**config.mk**
```make
export PLATFORM = sky130hd
export DESIGN_NAME = lif_top
export DESIGN_NICKNAME = d
export VERILOG_FILES = /design/src/lif_pkg.sv /design/src/lif_sel_if.sv /design/src/lif_decode.sv /design/src/lif_top.sv
export SDC_FILE = /design/constraint.sdc
export NUM_CORES = 1
export LEC_CHECK = 0
export ABC_AREA = 1
export BUFFER_PORTS_ARGS = -buffer_cell sky130_fd_sc_hd__buf_2
export CAP_MARGIN = 30
export CORE_MARGIN = 3
export CORE_UTILIZATION = 35
export DETAILED_ROUTE_END_ITERATION = 7
export GPL_ROUTABILITY_DRIVEN = 0
export PLACE_DENSITY = 0.53
export SKIP_LAST_GASP = 1
export SYNTH_ARGS = -nofsm -noshare
export SYNTH_HDL_FRONTEND = slang
export SYNTH_SLANG_ARGS = --single-unit
```
**constraint.sdc**
```tcl
create_clock -name clk_i -period 6.25 [get_ports clk_i]
set_clock_uncertainty 0.05 [all_clocks]
set_input_delay 0.3125 -clock clk_i [delete_from_list [all_inputs] [get_ports clk_i]]
set_output_delay 0.3125 -clock clk_i [all_outputs]
set_load 0.05 [all_outputs]
```
**src/lif_pkg.sv**
```systemverilog
package lif_pkg;

  // ------------------------------------------------------------------
  // selector encoding: 0 disabled, 1..20 logic input number
  // ------------------------------------------------------------------
  localparam int unsigned NUM_INPUTS     = 20;
  localparam int unsigned SEL_W          = 5;
  localparam logic [4:0]  SEL_DISABLED   = 5'h00;
  localparam logic [4:0]  SEL_FIRST      = 5'h01;
  localparam logic [4:0]  SEL_LAST       = 5'h14;
  localparam int unsigned CONTACT_INPUTS = 14;   // inputs 15..20 are virtual only

  // ------------------------------------------------------------------
  // function indices (one selector register each)
  // ------------------------------------------------------------------
  localparam int unsigned F_BLK_TRIP     = 0;
  localparam int unsigned F_BLK_CLOSE    = 1;
  localparam int unsigned F_BLK_RESET    = 2;
  localparam int unsigned F_BLK_UV1      = 3;
  localparam int unsigned F_BLK_UV2      = 4;
  localparam int unsigned F_BLK_UV3      = 5;
  localparam int unsigned F_BLK_UV4      = 6;
  localparam int unsigned F_BLK_UF1      = 7;
  localparam int unsigned F_BLK_UF2      = 8;
  localparam int unsigned F_BLK_DECAY    = 9;
  localparam int unsigned F_SYNC_BYPASS  = 10;
  localparam int unsigned F_STAT_INH     = 11;
  localparam int unsigned F_BLK_NSV      = 12;
  localparam int unsigned F_BLK_NDISP    = 13;
  localparam int unsigned F_BLK_RESTORE  = 14;
  localparam int unsigned F_REVP_INH     = 15;
  localparam int unsigned F_OC_ALL       = 16;
  localparam int unsigned F_OC_PHASE     = 17;
  localparam int unsigned F_OC_NEUTRAL   = 18;
  localparam int unsigned F_OC_GND       = 19;
  localparam int unsigned F_OC_SGND      = 20;
  localparam int unsigned F_OC_STAGE0    = 21;   // 14 stages follow
  localparam int unsigned OC_STAGES      = 14;
  localparam int unsigned F_INC1_CLOSED  = 35;
  localparam int unsigned F_INC2_CLOSED  = 36;
  localparam int unsigned F_INC1_CLOSEREQ= 37;
  localparam int unsigned F_INC2_CLOSEREQ= 38;
  localparam int unsigned F_TIE_CONN     = 39;
  localparam int unsigned F_TIE_CLOSED   = 40;
  localparam int unsigned F_XFMR_LOCK1   = 41;
  localparam int unsigned F_XFMR_LOCK2   = 42;
  localparam int unsigned F_SRC_TRIP1    = 43;
  localparam int unsigned F_SRC_TRIP2    = 44;
  localparam int unsigned F_XFER_INH     = 45;
  localparam int unsigned F_RCL_START    = 46;
  localparam int unsigned F_RCL_CANCEL   = 47;
  localparam int unsigned F_RCL_INH      = 48;
  localparam int unsigned F_FAULT_SIM    = 49;
  localparam int unsigned NUM_FUNCS      = 50;

  // ------------------------------------------------------------------
  // register map: selector n at byte SEL_BASE + 4*n, status after
  // ------------------------------------------------------------------
  localparam logic [7:0] SEL_BASE        = 8'h00;
  localparam logic [7:0] STATUS_IN_ADDR  = 8'hd0;
  localparam logic [7:0] STATUS_SIM_ADDR = 8'hd4;
  localparam logic [4:0] SEL_RESET_VAL   = 5'h00;

  typedef enum logic [1:0] {LIF_SIM_OFF, LIF_SIM_PREFAULT, LIF_SIM_FAULT} lif_sim_e;

endpackage : lif_pkg

```
**src/lif_sel_if.sv**
```systemverilog
`timescale 1ns/1ps
// selector bank to decoder: settings and resulting function levels
interface lif_sel_if;
  import lif_pkg::*;
  logic [SEL_W-1:0]    sel [NUM_FUNCS];
  logic [NUM_FUNCS-1:0] func;
  modport bank (output sel, input func);
  modport dec  (input sel, output func);
endinterface : lif_sel_if

```
**src/lif_decode.sv**
```systemverilog
`timescale 1ns/1ps
// maps each selector onto the asserted logic inputs
module lif_decode
  import lif_pkg::*;
(
  input  wire logic [NUM_INPUTS-1:0] logic_in_i,
  lif_sel_if.dec                     sel_if
);
  import lif_pkg::*;

  // ------------------------------------------------------------------
  // selection function
  // ------------------------------------------------------------------
  function automatic logic pick(input logic [SEL_W-1:0] s,
                                input logic [NUM_INPUTS-1:0] v);
    logic r;
    r = 1'b0;
    if (s >= SEL_FIRST && s <= SEL_LAST)   // disabled or out of range never fires
      r = v[s - SEL_FIRST];
    return r;
  endfunction : pick

  // ------------------------------------------------------------------
  // one decoder per function, same cycle
  // ------------------------------------------------------------------
  genvar g;
  generate
    for (g = 0; g < NUM_FUNCS; g++)
    begin : g_fn
      assign sel_if.func[g] = pick(sel_if.sel[g], logic_in_i);
    end
  endgenerate

endmodule : lif_decode

```
**src/lif_top.sv**
```systemverilog
`timescale 1ns/1ps
// Notes on behaviour
// - each function selector names input 1..20 or is disabled; disabled never fires
// - blocked elements stop detect, message, indicate; trip block gates only trip relay
// - assigned close-supervision input must be deasserted for close relay to operate
// - synchrocheck override asserted allows closing without synchrocheck
// - statistics inhibit stops operation count, trip count, arcing accumulation
// - reverse-power block selector exists only with its feature option enabled
// - separate blocks for all, group (none for nseq stages) and individual overcurrent stages
// - incomer and tie closed inputs give breaker state to transfer logic
// - close request from either incomer starts tie breaker close
// - tie breaker not connected inhibits transfers
// - xfmr_lockout_initiate_select or source trip initiates transfer away from source
// - transfer inhibit disables whole transfer scheme
// - reclose start begins sequence to close, never operating trip relay
// - reclose cancel or inhibit aborts sequence and blocks autoreclose
// - fault simulation only in test mode, breaker closed, prefault state
// - accepted fault simulation moves to fault state, applies fault values
// - selected input asserted invokes function; one input may drive many
// - inputs 15..20 come only from virtual inputs
module lif_top
  import lif_pkg::*;
#(
  parameter bit REVP_OPTION = 1'b0
)
(
  input  wire logic                     clk_i,
  input  wire logic                     rst_i,
  // wishbone classic slave
  input  wire logic                     cyc_i,
  input  wire logic                     stb_i,
  input  wire logic                     we_i,
  input  wire logic [7:0]               adr_i,
  input  wire logic [3:0]               sel_i,
  input  wire logic [31:0]              dat_i,
  output logic      [31:0]              dat_o,
  output logic                          ack_o,
  // combined logic inputs from the input combiner
  input  wire logic [NUM_INPUTS-1:0]    logic_in_i,
  input  wire logic [NUM_INPUTS-1:0]    logic_in_contact_i,
  // element requests
  input  wire logic                     trip_req_i,
  input  wire logic                     close_req_i,
  input  wire logic                     sync_ok_i,
  input  wire logic                     stat_update_i,
  input  wire logic                     sim_test_mode_i,
  input  wire logic                     sim_brkr_closed_i,
  input  wire logic                     sim_restore_i,
  // gated results
  output logic                          trip_relay_o,
  output logic                          close_relay_o,
  output logic                          reset_block_o,
  output logic [10:0]                   prot_block_o,
  output logic                          revp_block_o,
  output logic [OC_STAGES-1:0]          oc_stage_block_o,
  output logic                          stat_update_o,
  output logic                          inc1_closed_o,
  output logic                          inc2_closed_o,
  output logic                          tie_closed_o,
  output logic                          tie_close_start_o,
  output logic                          xfer_enable_o,
  output logic                          xfer_from_src1_o,
  output logic                          xfer_from_src2_o,
  output logic                          reclose_start_o,
  output logic                          reclose_abort_o,
  output logic                          sim_fault_apply_o,
  output logic [1:0]                    sim_state_o
);
  import lif_pkg::*;

  // ------------------------------------------------------------------
  // state
  // ------------------------------------------------------------------
  typedef struct packed {
    logic [NUM_FUNCS-1:0][SEL_W-1:0] sel;
    logic                             ack;
    logic [31:0]                      rdat;
    lif_sim_e                         sim;
  } lif_state_s;

  lif_state_s st_q;
  lif_state_s st_d;

  lif_sel_if sel_if ();
  logic [NUM_INPUTS-1:0] eff_in;
  logic [NUM_FUNCS-1:0]  f;
  logic                  oc_all;
  logic                  oc_grp [4];
  logic                  wr_hit;
  logic                  rd_cyc;
  logic [5:0]            widx;
  logic                  bus_req;
  logic                  sel_word;
  logic [31:0]           status_in_w;
  logic [31:0]           status_sim_w;
  logic                  sim_arm;
  logic                  close_permit;
  logic                  inc_close_req;
  logic                  src1_loss;
  logic                  src2_loss;

  // ------------------------------------------------------------------
  // decode helpers
  // ------------------------------------------------------------------
  // word index that lands on a selector register
  function automatic logic is_sel_word(input logic [5:0] idx);
    return idx < 6'(NUM_FUNCS);
  endfunction : is_sel_word

  // value kept for a selector write; illegal or absent selectors read back disabled
  function automatic logic [SEL_W-1:0] sel_store(input logic [5:0]       idx,
                                                 input logic [SEL_W-1:0] val);
    logic [SEL_W-1:0] r;
    r = val;
    if (idx == 6'(F_REVP_INH) && !REVP_OPTION)
      r = SEL_DISABLED;
    else if (val > SEL_LAST)
      r = SEL_DISABLED;
    return r;
  endfunction : sel_store

  // ------------------------------------------------------------------
  // virtual-only inputs above the contact range
  // ------------------------------------------------------------------
  genvar gi;
  generate
    for (gi = 0; gi < NUM_INPUTS; gi++)
    begin : g_in
      if (gi < CONTACT_INPUTS)
      begin : g_c
        assign eff_in[gi] = logic_in_i[gi];
      end
      else
      begin : g_v
        assign eff_in[gi] = logic_in_i[gi] & ~logic_in_contact_i[gi];
      end
    end
  endgenerate

  // ------------------------------------------------------------------
  // selectors to decoder
  // ------------------------------------------------------------------
  genvar gs;
  generate
    for (gs = 0; gs < NUM_FUNCS; gs++)
    begin : g_sel
      assign sel_if.sel[gs] = st_q.sel[gs];
    end
  endgenerate

  lif_decode u_dec (
    .logic_in_i (eff_in),
    .sel_if     (sel_if)
  );
  assign f = sel_if.func;

  // ------------------------------------------------------------------
  // bus decode
  // ------------------------------------------------------------------
  assign widx     = adr_i[7:2];
  assign sel_word = is_sel_word(widx);
  assign bus_req  = cyc_i & stb_i & ~st_q.ack;   // fresh request, not the ack cycle
  assign wr_hit   = bus_req & we_i & sel_i[0] & sel_word;
  assign rd_cyc   = bus_req & ~we_i;

  // status words for the read path
  assign status_in_w  = {12'h000, eff_in};
  assign status_sim_w = {30'h0, st_q.sim};

  // fault simulation arms only with the breaker closed
  assign sim_arm      = f[F_FAULT_SIM] & sim_brkr_closed_i;

  // ------------------------------------------------------------------
  // next state
  // ------------------------------------------------------------------
  always_comb
  begin
    st_d     = st_q;
    st_d.ack = bus_req;                     // one wait state, ack one cycle
    if (wr_hit)
      st_d.sel[widx] = sel_store(widx, dat_i[SEL_W-1:0]);
    if (rd_cyc)
    begin
      st_d.rdat = 32'h0000_0000;
      if (is_sel_word(widx))
        st_d.rdat = {27'h0, st_q.sel[widx]};
      else if (adr_i == STATUS_IN_ADDR)
        st_d.rdat = status_in_w;
      else if (adr_i == STATUS_SIM_ADDR)
        st_d.rdat = status_sim_w;
    end
    // fault simulation state
    unique case (st_q.sim)
      LIF_SIM_OFF:
        if (sim_test_mode_i)
          st_d.sim = LIF_SIM_PREFAULT;
      LIF_SIM_PREFAULT:
        if (!sim_test_mode_i)
          st_d.sim = LIF_SIM_OFF;
        else if (sim_arm)
          st_d.sim = LIF_SIM_FAULT;
      LIF_SIM_FAULT:
        if (!sim_test_mode_i)
          st_d.sim = LIF_SIM_OFF;
        else if (sim_restore_i)
          st_d.sim = LIF_SIM_PREFAULT;
      default:
        st_d.sim = LIF_SIM_OFF;
    endcase
  end

  // ------------------------------------------------------------------
  // registers
  // ------------------------------------------------------------------
  always_ff @(posedge clk_i)
  begin
    if (rst_i)
    begin
      st_q      <= '0;
      st_q.sim  <= LIF_SIM_OFF;
    end
    else
      st_q <= st_d;
  end

  assign ack_o = st_q.ack;
  assign dat_o = st_q.rdat;

  // ------------------------------------------------------------------
  // protection and relay gating
  // ------------------------------------------------------------------
  // close needs supervision clear and synchrocheck met or bypassed
  assign close_permit  = ~f[F_BLK_CLOSE]
                         & (sync_ok_i | f[F_SYNC_BYPASS]);

  // trip block touches the trip relay only
  assign trip_relay_o  = trip_req_i & ~f[F_BLK_TRIP];
  assign close_relay_o = close_req_i & close_permit;
  assign reset_block_o = f[F_BLK_RESET];
  assign prot_block_o  = {f[F_BLK_RESTORE], f[F_BLK_NDISP], f[F_BLK_NSV],
                          f[F_BLK_DECAY], f[F_BLK_UF2], f[F_BLK_UF1],
                          f[F_BLK_UV4], f[F_BLK_UV3], f[F_BLK_UV2],
                          f[F_BLK_UV1], 1'b0};
  assign revp_block_o  = REVP_OPTION & f[F_REVP_INH];
  assign stat_update_o = stat_update_i & ~f[F_STAT_INH];

  // overcurrent: stages 0..3 phase, 4..7 neutral, 8..9 gnd, 10..11 sgnd, 12..13 nseq
  assign oc_all    = f[F_OC_ALL];
  assign oc_grp[0] = f[F_OC_PHASE];
  assign oc_grp[1] = f[F_OC_NEUTRAL];
  assign oc_grp[2] = f[F_OC_GND];
  assign oc_grp[3] = f[F_OC_SGND];
  genvar go;
  generate
    for (go = 0; go < OC_STAGES; go++)
    begin : g_oc
      if (go < 4)
      begin : g_p
        assign oc_stage_block_o[go] = oc_all | oc_grp[0] | f[F_OC_STAGE0+go];
      end
      else if (go < 8)
      begin : g_n
        assign oc_stage_block_o[go] = oc_all | oc_grp[1] | f[F_OC_STAGE0+go];
      end
      else if (go < 10)
      begin : g_g
        assign oc_stage_block_o[go] = oc_all | oc_grp[2] | f[F_OC_STAGE0+go];
      end
      else if (go < 12)
      begin : g_s
        assign oc_stage_block_o[go] = oc_all | oc_grp[3] | f[F_OC_STAGE0+go];
      end
      else
      begin : g_q
        assign oc_stage_block_o[go] = oc_all | f[F_OC_STAGE0+go];
      end
    end
  endgenerate

  // ------------------------------------------------------------------
  // bus transfer
  // ------------------------------------------------------------------
  assign inc1_closed_o     = f[F_INC1_CLOSED];
  assign inc2_closed_o     = f[F_INC2_CLOSED];
  assign tie_closed_o      = f[F_TIE_CLOSED];
  assign xfer_enable_o     = ~f[F_XFER_INH] & f[F_TIE_CONN];

  // transfer initiators, gated by the scheme enable
  assign inc_close_req     = f[F_INC1_CLOSEREQ] | f[F_INC2_CLOSEREQ];
  assign src1_loss         = f[F_XFMR_LOCK1] | f[F_SRC_TRIP1];
  assign src2_loss         = f[F_XFMR_LOCK2] | f[F_SRC_TRIP2];
  assign tie_close_start_o = xfer_enable_o & inc_close_req;
  assign xfer_from_src1_o  = xfer_enable_o & src1_loss;
  assign xfer_from_src2_o  = xfer_enable_o & src2_loss;

  // ------------------------------------------------------------------
  // autoreclose and simulation
  // ------------------------------------------------------------------
  assign reclose_abort_o   = f[F_RCL_CANCEL] | f[F_RCL_INH];
  assign reclose_start_o   = f[F_RCL_START] & ~reclose_abort_o;
  assign sim_fault_apply_o = (st_q.sim == LIF_SIM_FAULT);
  assign sim_state_o       = st_q.sim;

endmodule : lif_top

```
==> out/qor.yml <==
cts:
  ctsHtreeMaxLevel: 2
  postCtsHoldBufs: 4
  clock-sinks: 273
  ctsRootBufferMaster: "clkbuf_16"
  clk_latency_ps: 570
  cts_buffer_depth: 3
  cts_buffers: 34
  cts_resized: 0
  path_clk_slew_ps: 60
  cts_tree: "yes"
  post_cts_buffers: 0
logic_synthesis:
  yosys-top-cells-count: "716 x nand2_1, 615 x a21oi_1, 565 x o21ai_0"
  yosysUniqueCellTypes: 49
  ys.flop_type: "dfxtp_1"
  synth_edf_count: 0
  synthAdderAreaFrac_pct: 6.87
  syn_avg_cell_area_sq_um: 6.13
  ys_async_sr_fraction_pct: 0
  yosysTopAreaCellShare_pct: 20.4
  yosysMostFrequentCell: "nand2_1"
  synthCells: 4369
  synth_largest_area_cell: "dfxtp_1"
  synth-compound-area-share_pct: 32.7
  ys_warn_count: 0
  syn_area_sq_um: 26800
  synth_xor_area_share_pct: 3.27
  synthMuxAreaShare_pct: 0
  yosysSeqAreaShare_pct: 20.4
  ys_top_cells_by_area: "dfxtp_1 20%, a21oi_1 11%, o21ai_0 11%"
  synth_top_family_by_area: "compound AO/OA/AOI/OAI gates"
  synth_simple_gate_area_share_pct: 26.6
  yosys_register_bits: 273
route:
  drt-initial-drc-count: 3760
  drc_errors: 0
  vias: 30800
  drtAntennaViolNets: 0
  route.met2.wl_mm: 51.8
  firstDrtPassIters: 6
  avgRoutedWirePerCell_microns: 23.0
  routed_wl_mm: 121
  drt-met1-wl_mm: 53.2
  top_layer_used: "met5"
  wl_met3_mm: 10.9
  avgViaCountPerCell: 5.83
placement:
  place_ws_ps: 2460
  io_buffers: 112
  dpl.cell_count: 5215
  dpl.hpwl_mm: 76.9
  postPlaceCellArea_sq_um: 27900
sta:
  setup_tns_ps: 0
  post-route-min-period_ps: 4390
  whs_ps: 91.2
  rsz0062_at_grt: "false"
  drv_slew: 0
  finalSetupViolations: 0
  worst_pin_slew_ps: 1010
  final_min_period_over_clock_period_pct: 70.3
  timing.fmax_mhz: 228
  hold_viol_final: 0
  slew_headroom_pct: 32.9
  layout_setup_ws_ps: 1860
die:
  fp.dieW_microns: 283
  io_pins: 171
  floorplan.initialDensity_pct: 35.7
  die_h_microns: 283
  die_area_sq_um: 79800
  core_sq_um: 75100
  core.rowCount: 100
setup_path:
  path_delay_family: "simple AND/OR/NAND/NOR gates"
  worstPathMaxFanout: 19
  cp.arrival_ps: 4030
  cp_slowest_cell: "dfxtp_1"
  crit_chain: "clkinv_1 > ha_1 > inv_1 > a21oi_1 > o21ai_0 > nand3_1 > nand4_1 > nand2_1 > nand2_1 > nand3_1 > nand3_1 > buf_2"
  crit_type: "register to primary output"
  crit_path_start_kind: "register"
  worst-path-buf-inv: 3
  crit_top_cell: "nand3_1"
  cp_slowest_stage_delay_ps: 690
  setup.worst_path.end_class: "primary output"
  worstPathRequired_ps: 5890
power:
  total_power_mw: 4.75
  peakVddDrop_mv: 0.157
  powerDensity_nw_per_um2: 163
  p_leak_nw: 12.1
hold_path:
  hold_path.class: "primary input to register"
flow_run:
  maxCapViolations: 0
global_route:
  antenna_found_initial: 4
  grt_max_degree: 105
  grt_usage_pct: 29.2
  grt_pass1_vias: 27100
  grt_overflow_total: 0
  grt_first_pass_wirelength_mm: 177
finish:
  area_growth_pct: 8.92
  seq_area_sq_um: 5470
  nFillCells: 8218
  multi_input_area_sq_um: 18700
  finalNonFillerCells: 5280
  final_util_pct: 38.8
  drive_gt1_share_pct: 7.87
  fin_area_sq_um: 29200
  nets: 4529
run_status:
  outcome: "finished, final reports clean"
==> kinds of logic (layout without fill, tap and decap cells) <==
| logic type | count (synthesis) | after routing |
|---|---|---|
| AO/OA/AOI/OAI | 1539 | 1539 |
| XOR/XNOR | 100 | 100 |
| adder cells (fa/ha/maj) | 147 | 147 |
| buffers and inverters | 701 | 629 |
| flip-flops | 273 | 273 |
| other | 1 | 15 |
| AND/OR/NAND/NOR | 1608 | 1608 |
==> worst paths after layout <==
kind / slack [ps] / to / depth (start not counted) / startpoint
max: 1860 / oc_stage_block_o[10] / 12 / sel_if.sel[165]
min: 90 / dat_o[9] / 3 / logic_in_i[9]
max reg2reg: 3160 / sim_state_o[0] / 11 / sel_if.sel[0]
min reg2reg: 390 / sel_if.sel[170] / 2 / sel_if.sel[170]
==> cell usage in the layout, fill, tap and decap left out, drive strengths merged, types with 4 or more instances in the layout <==
cell type    synthesis  routed
xnor2               48      48
bufinv               0       6
clkinv              31      34
a21o                 4       4
dlygate4sd3          0       4
a21oi              615     615
o21ai              573     573
inv                371     374
xor2                52      52
o21bai              31      31
a31oi               13      13
clkbuf             246      47
nand2              721     721
o221ai               8       8
nand3b              26      26
nor4                 7       7
nand4               34      34
ha                 147     147
buf                 53     163
nor3                20      20
o2111ai              8       8
conb                 1      14
nor2               315     315
nand3              485     485
o211ai             154     154
o31ai               20      20
dfxtp              273     273
o22ai               10      10
a211oi              90      90
a221oi               4       4
==> registers in the layout, summed over array words and instances (netlist names) <==
signal       count
dat_o           20
ack_o            1
sim_state_o      2
sel_if.sel     250
==> worst reg2reg max path: cells and delay by family (launching register included) <==
family / cells / cell delay [ps]
and+or+nand+nor: 5 / 580
DFF: 1 / 740
AOI/OAI and AO/OA: 2 / 200
buffers and inverters: 3 / 780
adders and majority gates: 1 / 610
==> metal layers <==
metal  global-route usage (%)  vias to the layer above
met2                     44.7                     1315
met4                     12.1                        4
met1                     40.7                    14300
met3                     4.59                      289
li1                         -                    14900
met5                        0                        -
==> report_power, final <==
part	switching (mW)	total, mW	leakage, nW	internal (mW)
Sequential	0.00524	1.75	2.20	1.74
Clock	0.859	2.26	0.618	1.40
Combinational	0.595	0.742	9.28	0.146
Total	1.46	4.75	12.1	3.29
==> final cells by class <==
type,instances,area share (%)
diodes,1,0.00858
clock buffers,47,3.54
clock inverters,13,0.760
inverters,402,5.20
multi-input cells,3408,64.2
flip-flops and latches,273,18.7
well taps,969,4.16
repair buffers,167,3.39
Power figures use the tool's default switching activity.
